==> config.mk <==
export PLATFORM = sky130hd
export DESIGN_NAME = card_host
export DESIGN_NICKNAME = d
export VERILOG_FILES = /design/src/hdl/card_host_pkg.sv /design/src/hdl/udma_capture.sv /design/src/hdl/card_host.sv
export VERILOG_INCLUDE_DIRS = /design/src /design/src/hdl
export SDC_FILE = /design/constraint.sdc
export NUM_CORES = 1
export LEC_CHECK = 0
export BUFFER_PORTS_ARGS = -buffer_cell sky130_fd_sc_hd__clkbuf_2
export CORE_ASPECT_RATIO = 1.1
export CORE_MARGIN = 5
export CORE_UTILIZATION = 52
export DETAILED_ROUTE_END_ITERATION = 16
export PLACE_DENSITY = 0.85
export SLEW_MARGIN = 20
export SYNTH_ARGS = -nofsm -noshare
export SYNTH_HDL_FRONTEND = slang
export SYNTH_SLANG_ARGS = --single-unit
==> constraint.sdc <==
create_clock -name mclk_in -period 2.53 [get_ports mclk_in]
set_input_delay 0.506 -clock mclk_in [delete_from_list [all_inputs] [get_ports mclk_in]]
set_output_delay 0.506 -clock mclk_in [all_outputs]
set_load 0.05 [all_outputs]
==> src/hdl/card_host_cfg.svh <==
// timing constants and the rule summary for the card host handshake controller
// What this block does
// - dma ready low marks the receiver ready for ultra dma data-out bursts
// - host captures one word on each rising and each falling read strobe edge
// - memory mode: host write strobe writes data into card registers
// - ide mode: card ignores write strobe, host holds it high
// - mode select pin follows ide_mode_in directly; the internal mode is sampled only until card reset ends, then held
`ifndef CARD_HOST_CFG_SVH
`define CARD_HOST_CFG_SVH
`define CLK_PERIOD_NS      4
`define T_ADDR_SETUP_NS    30
`define T_WE_PULSE_NS      150
`define T_WE_RECOVERY_NS   30
`define T_OE_ACCESS_NS     150
`define T_RESET_NS         400
`define CYC_MIN(ns)        (((ns) + `CLK_PERIOD_NS - 1) / `CLK_PERIOD_NS)
`define MODE_IDE           1'b0
`define MODE_PCCARD        1'b1
`define CNT_W              8
`endif

==> src/hdl/card_host_pkg.sv <==
// types shared by the card host controller
package card_host_pkg;
   typedef enum logic [2:0]
   {
      ST_RESET = 3'b000,
      ST_IDLE  = 3'b001,
      ST_SETUP = 3'b011,
      ST_PULSE = 3'b010,
      ST_WAIT  = 3'b110,
      ST_RECOV = 3'b111,
      ST_UDMA  = 3'b101
   } host_state_t;

   typedef struct packed
   {
      logic        write;
      logic        io;
      logic        attr;
      logic [10:0] addr;
      logic [15:0] wdata;
   } host_req_t;

   typedef struct packed
   {
      logic        word_port;
      logic        write_prot;
      logic [15:0] rdata;
   } host_rsp_t;
endpackage

==> src/hdl/udma_capture.sv <==
// ultra dma read capture: one word on each strobe edge
`timescale 1ns/1ns
`default_nettype none
`include "card_host_cfg.svh"
module udma_capture
   import card_host_pkg::*;
#(
   parameter int DW = 16
)
(
   // clock and reset
   input  wire logic          mclk_in,
   input  wire logic          rst_in,
   // control
   input  wire logic          active_in,
   // link
   input  wire logic          strobe_in,
   input  wire logic [DW-1:0] data_in,
   // user side
   output logic               word_valid_out,
   output logic [DW-1:0]      word_out
);
   logic          strobe_q;
   logic          valid_q;
   logic [DW-1:0] word_q;
   wire           edge_seen = active_in && (strobe_in != strobe_q);

   always_ff @(posedge mclk_in)
   begin
      if (rst_in)
      begin
         strobe_q <= 1'b0;
         valid_q  <= 1'b0;
         word_q   <= '0;
      end
      else
      begin
         // a still strobe is a pause and simply yields no words
         strobe_q <= strobe_in;
         valid_q  <= edge_seen;
         if (edge_seen)
            word_q <= data_in; // both edge directions count
      end
   end

   assign word_valid_out = valid_q;
   assign word_out       = word_q;
endmodule
`default_nettype wire

==> src/hdl/card_host.sv <==
// host controller driving the card's handshake and strobe pins
`timescale 1ns/1ns
`default_nettype none
`include "card_host_cfg.svh"
module card_host
   import card_host_pkg::*;
#(
   parameter int SETUP_CYC = `CYC_MIN(`T_ADDR_SETUP_NS),
   parameter int PULSE_CYC = `CYC_MIN(`T_WE_PULSE_NS),
   parameter int RECOV_CYC = `CYC_MIN(`T_WE_RECOVERY_NS),
   parameter int RESET_CYC = `CYC_MIN(`T_RESET_NS)
)
(
   // clock and reset
   input  wire logic        mclk_in,
   input  wire logic        rst_in,
   // user control
   input  wire logic        ide_mode_in,
   input  wire logic        req_valid_in,
   output logic             req_ready_out,
   input  wire host_req_t   req_in,
   output logic             rsp_valid_out,
   output host_rsp_t        rsp_out,
   input  wire logic        udma_read_in,
   input  wire logic        udma_write_in,
   input  wire logic        udma_pause_in,
   output logic             udma_word_valid_out,
   output logic [15:0]      udma_word_out,
   output logic             ready_seen_out,
   // card pins
   output logic             mode_sel_out,
   output logic             card_reset_out,
   output logic             ce_n_out,
   output logic             oe_n_out,
   output logic             we_n_out,
   output logic             iord_n_out,
   output logic             iowr_n_out,
   output logic             reg_n_out,
   output logic             dmack_n_out,
   output logic [10:0]      addr_out,
   output logic [15:0]      data_out,
   output logic             data_oe_out,
   input  wire logic [15:0] data_in,
   input  wire logic        wait_n_in,
   input  wire logic        dmardy_n_in,
   input  wire logic        dstrobe_in,
   input  wire logic        wp_in,
   input  wire logic        iois16_n_in,
   input  wire logic        iocs16_n_in
);
   host_state_t       state_q, state_d;
   logic [`CNT_W-1:0] cnt_q, cnt_d;
   host_req_t         req_q;
   logic              mode_q;
   logic              rsp_valid_q;
   host_rsp_t         rsp_q;
   logic              dmack_q;

   function automatic logic [`CNT_W-1:0] cyc(input int n);
      cyc = `CNT_W'(n - 1);
   endfunction

   // strobe is held low, not only while the card holds wait low
   wire cnt_done   = (cnt_q == '0);
   // wait low from the card stretches the pulse
   wire card_ready = wait_n_in;
   wire pulse_end  = cnt_done && card_ready;
   wire start      = (state_q == ST_IDLE) && req_valid_in;
   wire udma_go    = (state_q == ST_IDLE) && ide_mode_in && (udma_read_in || udma_write_in);
   wire strobe_on  = (state_q == ST_PULSE) || (state_q == ST_WAIT);
   // write strobe only outside ide mode; ide keeps it high
   wire we_active  = strobe_on && req_q.write && !req_q.io && (mode_q == `MODE_PCCARD);
   // 16-bit indication from the card per mode
   wire word_port  = (mode_q == `MODE_IDE) ? !iocs16_n_in : !iois16_n_in;

   always_comb
   begin
      state_d = state_q;
      cnt_d   = cnt_done ? cnt_q : cnt_q - `CNT_W'(1);
      case (state_q)
         ST_RESET:
            if (cnt_done)
               state_d = ST_IDLE;
         ST_IDLE:
            if (udma_go)
               state_d = ST_UDMA;
            else if (start)
            begin
               state_d = ST_SETUP;
               cnt_d   = cyc(SETUP_CYC);
            end
         ST_SETUP:
            if (cnt_done)
            begin
               state_d = ST_PULSE;
               cnt_d   = cyc(PULSE_CYC);
            end
         ST_PULSE:
            if (cnt_done)
               state_d = ST_WAIT;
         ST_WAIT:
            if (pulse_end)
            begin
               state_d = ST_RECOV;
               cnt_d   = cyc(RECOV_CYC);
            end
         ST_RECOV:
            if (cnt_done)
               state_d = ST_IDLE;
         ST_UDMA:
            if (!udma_read_in && !udma_write_in)
               state_d = ST_IDLE;
         default:
            state_d = ST_RESET;
      endcase
   end

   always_ff @(posedge mclk_in)
   begin
      if (rst_in)
      begin
         state_q <= ST_RESET;
         cnt_q   <= cyc(RESET_CYC);
         req_q   <= '0;
         dmack_q <= 1'b0;
      end
      else
      begin
         state_q <= state_d;
         cnt_q   <= cnt_d;
         if (start)
            req_q <= req_in;
         // acknowledge only while a dma burst runs
         dmack_q <= (state_d == ST_UDMA);
      end
   end

   // mode sampled from reset release until the card reset ends, then held
   always_ff @(posedge mclk_in)
   begin
      if (rst_in)
         mode_q <= `MODE_PCCARD;
      else if (state_q == ST_RESET)
         mode_q <= ide_mode_in ? `MODE_IDE : `MODE_PCCARD;
   end

   always_ff @(posedge mclk_in)
   begin
      if (rst_in)
      begin
         rsp_valid_q <= 1'b0;
         rsp_q       <= '0;
      end
      else
      begin
         rsp_valid_q <= (state_q == ST_WAIT) && pulse_end;
         if ((state_q == ST_WAIT) && pulse_end)
         begin
            rsp_q.rdata      <= req_q.write ? rsp_q.rdata : data_in;
            rsp_q.word_port  <= word_port;
            // no switch on the card, so wp reads low after its reset
            rsp_q.write_prot <= (mode_q == `MODE_PCCARD) && wp_in;
         end
      end
   end

   udma_capture #(.DW(16)) u_capture
   (
      .mclk_in        (mclk_in),
      .rst_in         (rst_in),
      .active_in      ((state_q == ST_UDMA) && udma_read_in),
      .strobe_in      (dstrobe_in),
      .data_in        (data_in),
      .word_valid_out (udma_word_valid_out),
      .word_out       (udma_word_out)
   );

   assign req_ready_out  = (state_q == ST_IDLE) && !udma_go;
   assign rsp_valid_out  = rsp_valid_q;
   assign rsp_out        = rsp_q;
   // pin high picks memory or io, low picks ide
   assign mode_sel_out   = ide_mode_in ? `MODE_IDE : `MODE_PCCARD;
   assign card_reset_out = (state_q == ST_RESET);
   assign ce_n_out       = !((state_q == ST_SETUP) || strobe_on || (state_q == ST_RECOV));
   // memory write covers common and configuration registers
   assign we_n_out       = !we_active;
   assign oe_n_out       = !(strobe_on && !req_q.write && !req_q.io);
   assign iord_n_out     = !(strobe_on && !req_q.write && req_q.io);
   assign iowr_n_out     = !(strobe_on && req_q.write && req_q.io);
   assign reg_n_out      = !(req_q.attr || req_q.io);
   assign addr_out       = req_q.addr;
   assign data_out       = req_q.wdata;
   assign data_oe_out    = req_q.write && !ce_n_out;
   assign dmack_n_out    = !dmack_q;
   // host side readiness during ultra dma write, card pause mirrored
   assign ready_seen_out = (state_q == ST_UDMA) && udma_write_in && !dmardy_n_in
                           && !udma_pause_in;
endmodule
`default_nettype wire

* Word-level counts from Yosys, hierarchy flattened
Index checks and enable logic that the tools add are counted.
** Word-level totals
- Flip-flop bits (word level) :: 80
- Word-level logic and storage cells :: 88
** Operators by class
- Add/subtract/negate cells :: 1
- Equality and inequality tests :: 8
- Muxes and demuxes :: 16
- Bitwise gates (word level) :: 1
- Reduce and logical (&&, ||, !) cells :: 46
** Operator list (number)
- $mux 8 :: 5
- $pmux 8 s3 :: 1
- $logic_and 1x1->1 :: 21
- $mux 3 :: 7
- $pmux 3 s6 :: 1
- $logic_not 1->1 :: 16
- $eq 3x3->1 const B :: 4
- $logic_not 8->1 :: 1
- $sub 8x1->8 const B :: 1
- $eq 3x2->1 const B :: 2
- $logic_or 1x1->1 :: 5
- $eq 3x1->1 const B :: 1
- $logic_not 3->1 :: 1
- $mux 1 :: 2
- $reduce_and 2->1 :: 1
- $reduce_or 2->1 :: 1
- $ne 1x1->1 :: 1
- $not 1->1 :: 1

* Depth between registers and ports, before layout
- Depth in word-level cells :: 6
- Depth in mapped cells :: 7

* By module
Synthesis repeated with hierarchy kept, for this count alone.
** Second synthesis, totals
- Cell total of the unflattened synthesis :: 393
- Area, all modules :: 3470.8 um^2
** By module, submodules not included
- card_host :: times used 1, cells each 315, area each 2666.3 um^2, sequential area each 1241.2 um^2
- udma_capture :: times used 1, cells each 78, area each 804.5 um^2, sequential area each 360.3 um^2

* Worst setup path before layout
No wires, ideal clock.
- Path type :: register to output
- Start point :: register state_q[1]
- End point :: output ready_seen_out
- Arrival time :: 2.598 ns
- Path slack :: -0.574 ns
- Cell stages (with the launch flop) :: 5
- Path through :: dfxtp_1 > buf_2 > inv_1 > nand3_1 > nor4b_1
** On the way
- Word-level cells in the longest chain between the ends :: 4
** RTL lines
- start: declaration :: line card_host.sv:51 : host_state_t state_q, state_d;
- start signal: assignment :: line card_host.sv:129 : state_q <= state_d;
- $eq 3x3->1 :: line card_host.sv:196 : assign ready_seen_out = (state_q == ST_UDMA) && udma_write_in && !dmardy_n_in
- $logic_and 1x1->1 (2 in series) :: line card_host.sv:196
- $logic_and 1x1->1 :: line card_host.sv:197 : && !udma_pause_in;
- end: declaration :: line card_host.sv:29 : output logic ready_seen_out,
Every way passes these cells.

* Final worst setup path
- Start point :: register state_q[1]
- End point :: output we_n_out
** On the way
- Word-level cells in the longest chain between the ends :: 6
- Elaborated cells on any way between the ends :: 7
- Classes of those cells :: eq/ne (2); reduce/logical (5)
** RTL lines
- $eq 3x2->1 or $eq 3x3->1 (tied branches) :: line card_host.sv:70 : wire strobe_on = (state_q == ST_PULSE) || (state_q == ST_WAIT);
- $logic_or 1x1->1 * :: line card_host.sv:70
- $logic_and 1x1->1 * (3 in series) :: line card_host.sv:72 : wire we_active = strobe_on && req_q.write && !req_q.io && (mode_q == `MODE_PCCARD);
- $logic_not 1->1 * :: line card_host.sv:186 : assign we_n_out = !we_active;
- end: declaration :: line card_host.sv:35 : output logic we_n_out,
Every way passes the cells marked *; elsewhere a longest branch is shown, timed or not.

==> run_results.csv <==
group,metric,value,unit
route,routed_wl,8186,microns
yosys,synth.avg_cell_area,8.925,sq um
critical_path,r2r_start,"cnt_q[0]",
place,buffer_ports.inserted,133,
timing,clock_skew,7.467,ps
clock_tree,cts_hold_repair.buffers,0,
place,post_detailed_placement_half_perimeter_wirelength,6224,microns
yosys,synth.ff_latch_count,80,
hold_path,whs_endpoint,"addr_out[4]",
route,vias,2916,
finish,fin_area,4054,sq um
clock_tree,cts_inserted_buffers,9,
timing,finalHoldViolCount,0,
floorplan,die_boundary_width,86.50,microns
place,area_after_detailed_placement,3859,sq um
yosys,synthesis.nets,435,
yosys,synth_top_area_frac,0.4785,
critical_path,worstSetupPathType,"flop to primary output",
route,antenna_left,0,
yosys,asyncSetResetFlopFracSynth,0,
global_routing,grt_max_degree,32,
job,drv_cap,0,
route,vias_per_cell,5.198,
clock_tree,cts-root-to-sink-buffers,2,
critical_path,worstRegToRegCells,6,
clock_tree,cts_root_buf,"sky130_fd_sc_hd__clkbuf_8",
clock_tree,cts_tree,"built",
global_routing,number_of_antenna_violations_at_the_first_check_in_global_routing,0,
power_and_ir_drop,post-layout-total-power,2.317,mW
finish,area.sequential,1602,sq um
critical_path,r2r_setup_slack,440,ps
critical_path,crit_arrival,1720,ps
finish,final_layout_size_suffix_gt1_frac,0.3389,
timing,setup-violations-final,0,
timing,max_freq,0.4502,GHz
timing,aggregate_negative_setup_slack,0,ps
timing,min_period_over_period,0.8779,
floorplan,starting_density,0.5371,
yosys,synth.top_cells.by_area,"sky130_fd_sc_hd__dfxtp_1, sky130_fd_sc_hd__mux2i_1, sky130_fd_sc_hd__nand2_1",
finish,n_fill_cell,548,
route,avgRoutedWirePerCell,14.59,microns
critical_path,critical_path.max_fanout,14,
finish,final_net_count,536,
critical_path,worst_setup_path_end_kind,"primary output",
floorplan,design.die.area,8143,sq um
hold_path,hold_class,"primary input to flop",
route,drt_first_iter_violations,106,
timing,setup_ws,308.8,ps
status,run_status,"completed",
global_routing,grt_resource_usage_total,0.1980,
global_routing,grt_first_pass_wirelength,12790,microns
power_and_ir_drop,maximum_resistive_drop_on_vdd,0.4636,mV
yosys,yosysWarnings,0,
global_routing,globalRoute.totalOverflow,0,
yosys,ys_seq_area_frac,0.4785,
finish,area_of_combinational_cells_with_multiple_inputs,1431,sq um
critical_path,worstReg2RegEnd,"rsp_out[11]",
power_and_ir_drop,pwr_density_cell,571.5,nW/um^2
clock_tree,cts_resized,0,
power_and_ir_drop,leakage,1.854,nW
clock_tree,cts_setup_buffers,0,
timing,headroom_to_the_max_slew_limit,0.5772,
clock_tree,clock_insertion_delay_worst_skew,340,ps
finish,antennaDiodeCount,0,
clock_tree,htreeDepth,3,
yosys,yosysUniqueCellTypes,47,
timing,tightest_slew,634.2,ps
timing,layout_min_cycle_time,2221,ps
route,drtPass1Iterations,6,
yosys,synth_flop_cell,"sky130_fd_sc_hd__dfxtp_1",
yosys,netlist.top_cell.by_area,"sky130_fd_sc_hd__dfxtp_1",
floorplan,core.rowCount,30,
clock_tree,cts.clk_slew.worst_paths,80,ps
place,preCtsSetupSlack,428.8,ps
clock_tree,sink_count_of_the_clock_tree,80,
timing,finalMaxSlewViolations,0,
hold_path,min-delay-start,"req_in[20]",
timing,hold_slack,371.9,ps
yosys,synth-edff-count,0,
finish,syn_to_final_growth,21.12,%
route,drcViolationCount,0,
yosys,netlist_area,3347,sq um
critical_path,crit_path_start_kind,"flop",
timing,grt_setup_unrepaired,"false",
critical_path,critical_path_required,2020,ps
floorplan,die_h,94.14,microns
floorplan,core,6231,sq um
hold_path,hold-path-cell-count,3,
place,gp_congestion,0.8430,
yosys,netlist_instances,375,
global_routing,first_global_vias,2773,
floorplan,pin_count,134,
per-stage QoR:
stage,instances,utilization
global placement,545,0.6193
CTS,561,0.6506
detailed placement,545,0.6193
global route,561,0.6506
finish,561,0.6506
floorplan,375,-
registers in the layout (all words and copies together), names as in the netlist:
name and count:
state_q 3, u_capture.strobe_q 1, mode_q 1, data_out 16, dmack_q 1, addr_out 11
rsp_out 18, req_q 3, u_capture.word_valid_out 1, rsp_valid_out 1, u_capture.word_out 16, cnt_q 8
synth_stat cells, drive strengths merged, types with 2 or more instances:
library cell,number
inv,6
o31a,2
clkbuf,17
a31oi,2
nand2b,2
nor2,41
and4,2
xor2,2
o21ai,5
nor3,4
a21oi,37
xnor2,2
dfxtp,80
and2,4
nor2b,2
nand2,67
nand4b,2
mux2i,34
nor3b,2
nand4,4
nor4,3
nand3,6
nor4b,2
buf,31
worst max path at each step:
stage	from	to	slack, ps	depth (start not counted)
2_1_floorplan	state_q[1]	ready_seen_out	100	4
3_3_place_gp	cnt_q[0]	rsp_out[1]	650	6
3_5_place_dp	cnt_q[0]	rsp_out[14]	430	6
4_1_cts	state_q[0]	ready_seen_out	320	3
5_1_grt	state_q[0]	ready_seen_out	150	3
6_report	state_q[1]	we_n_out	310	3
layout make-up:
| type | instances | share of cell area |
|---|---|---|
| clock buffer | 10 | 0.03148 |
| clock inverter | 6 | 0.01667 |
| inverter | 6 | 0.005556 |
| multi-input combinational | 241 | 0.3531 |
| sequential | 80 | 0.3951 |
| tap | 80 | 0.02469 |
| timing repair buffer | 138 | 0.1735 |
placed cells by master (no fill, tap or decap), drive strengths merged, types with 3 or more instances in the layout:
master / n
a21oi: 37
and2: 4
buf: 5
clkbuf: 143
dfxtp: 80
inv: 8
mux2i: 34
nand2: 67
nand3: 6
nand4: 4
nor2: 41
nor3: 4
nor4: 3
o21ai: 5
routing by layer:
layer,global-route usage,vias to the layer above,wire length [microns]
met5,0,-,0
met4,0.06364,0,62
met3,0.08596,7,931
met2,0.3278,128,3916
met1,0.2284,1341,3276
li1,-,1440,-
cell families (layout without fill, tap and decap cells):
| group | after synthesis | after routing | share of synthesized area |
|---|---|---|---|
| DFF | 80 | 80 | 0.4785 |
| adders and majority gates | 1 | 1 | 0.003738 |
| and+or+nand+nor | 147 | 147 | 0.2153 |
| muxes | 34 | 34 | 0.1017 |
| xor gates and xnor gates | 4 | 4 | 0.01047 |
| AOI/OAI and AO/OA | 55 | 55 | 0.09458 |
| buffers and inverters | 54 | 160 | 0.09570 |
critical path: stages, from the launching register on:
cell and delay (ps):
sky130_fd_sc_hd__dfxtp_1 550, sky130_fd_sc_hd__nor2b_1 380, sky130_fd_sc_hd__nand4b_1 170, sky130_fd_sc_hd__clkbuf_2 270
report_power, final:
part	leakage, nW	internal [mW]	total, mW	switching [mW]
Combinational	1.12	0.0524	0.111	0.0583
Clock	0.0933	0.462	0.927	0.466
Sequential	0.646	1.27	1.28	0.0122
No activity file was read; power rests on OpenSTA's default activity.
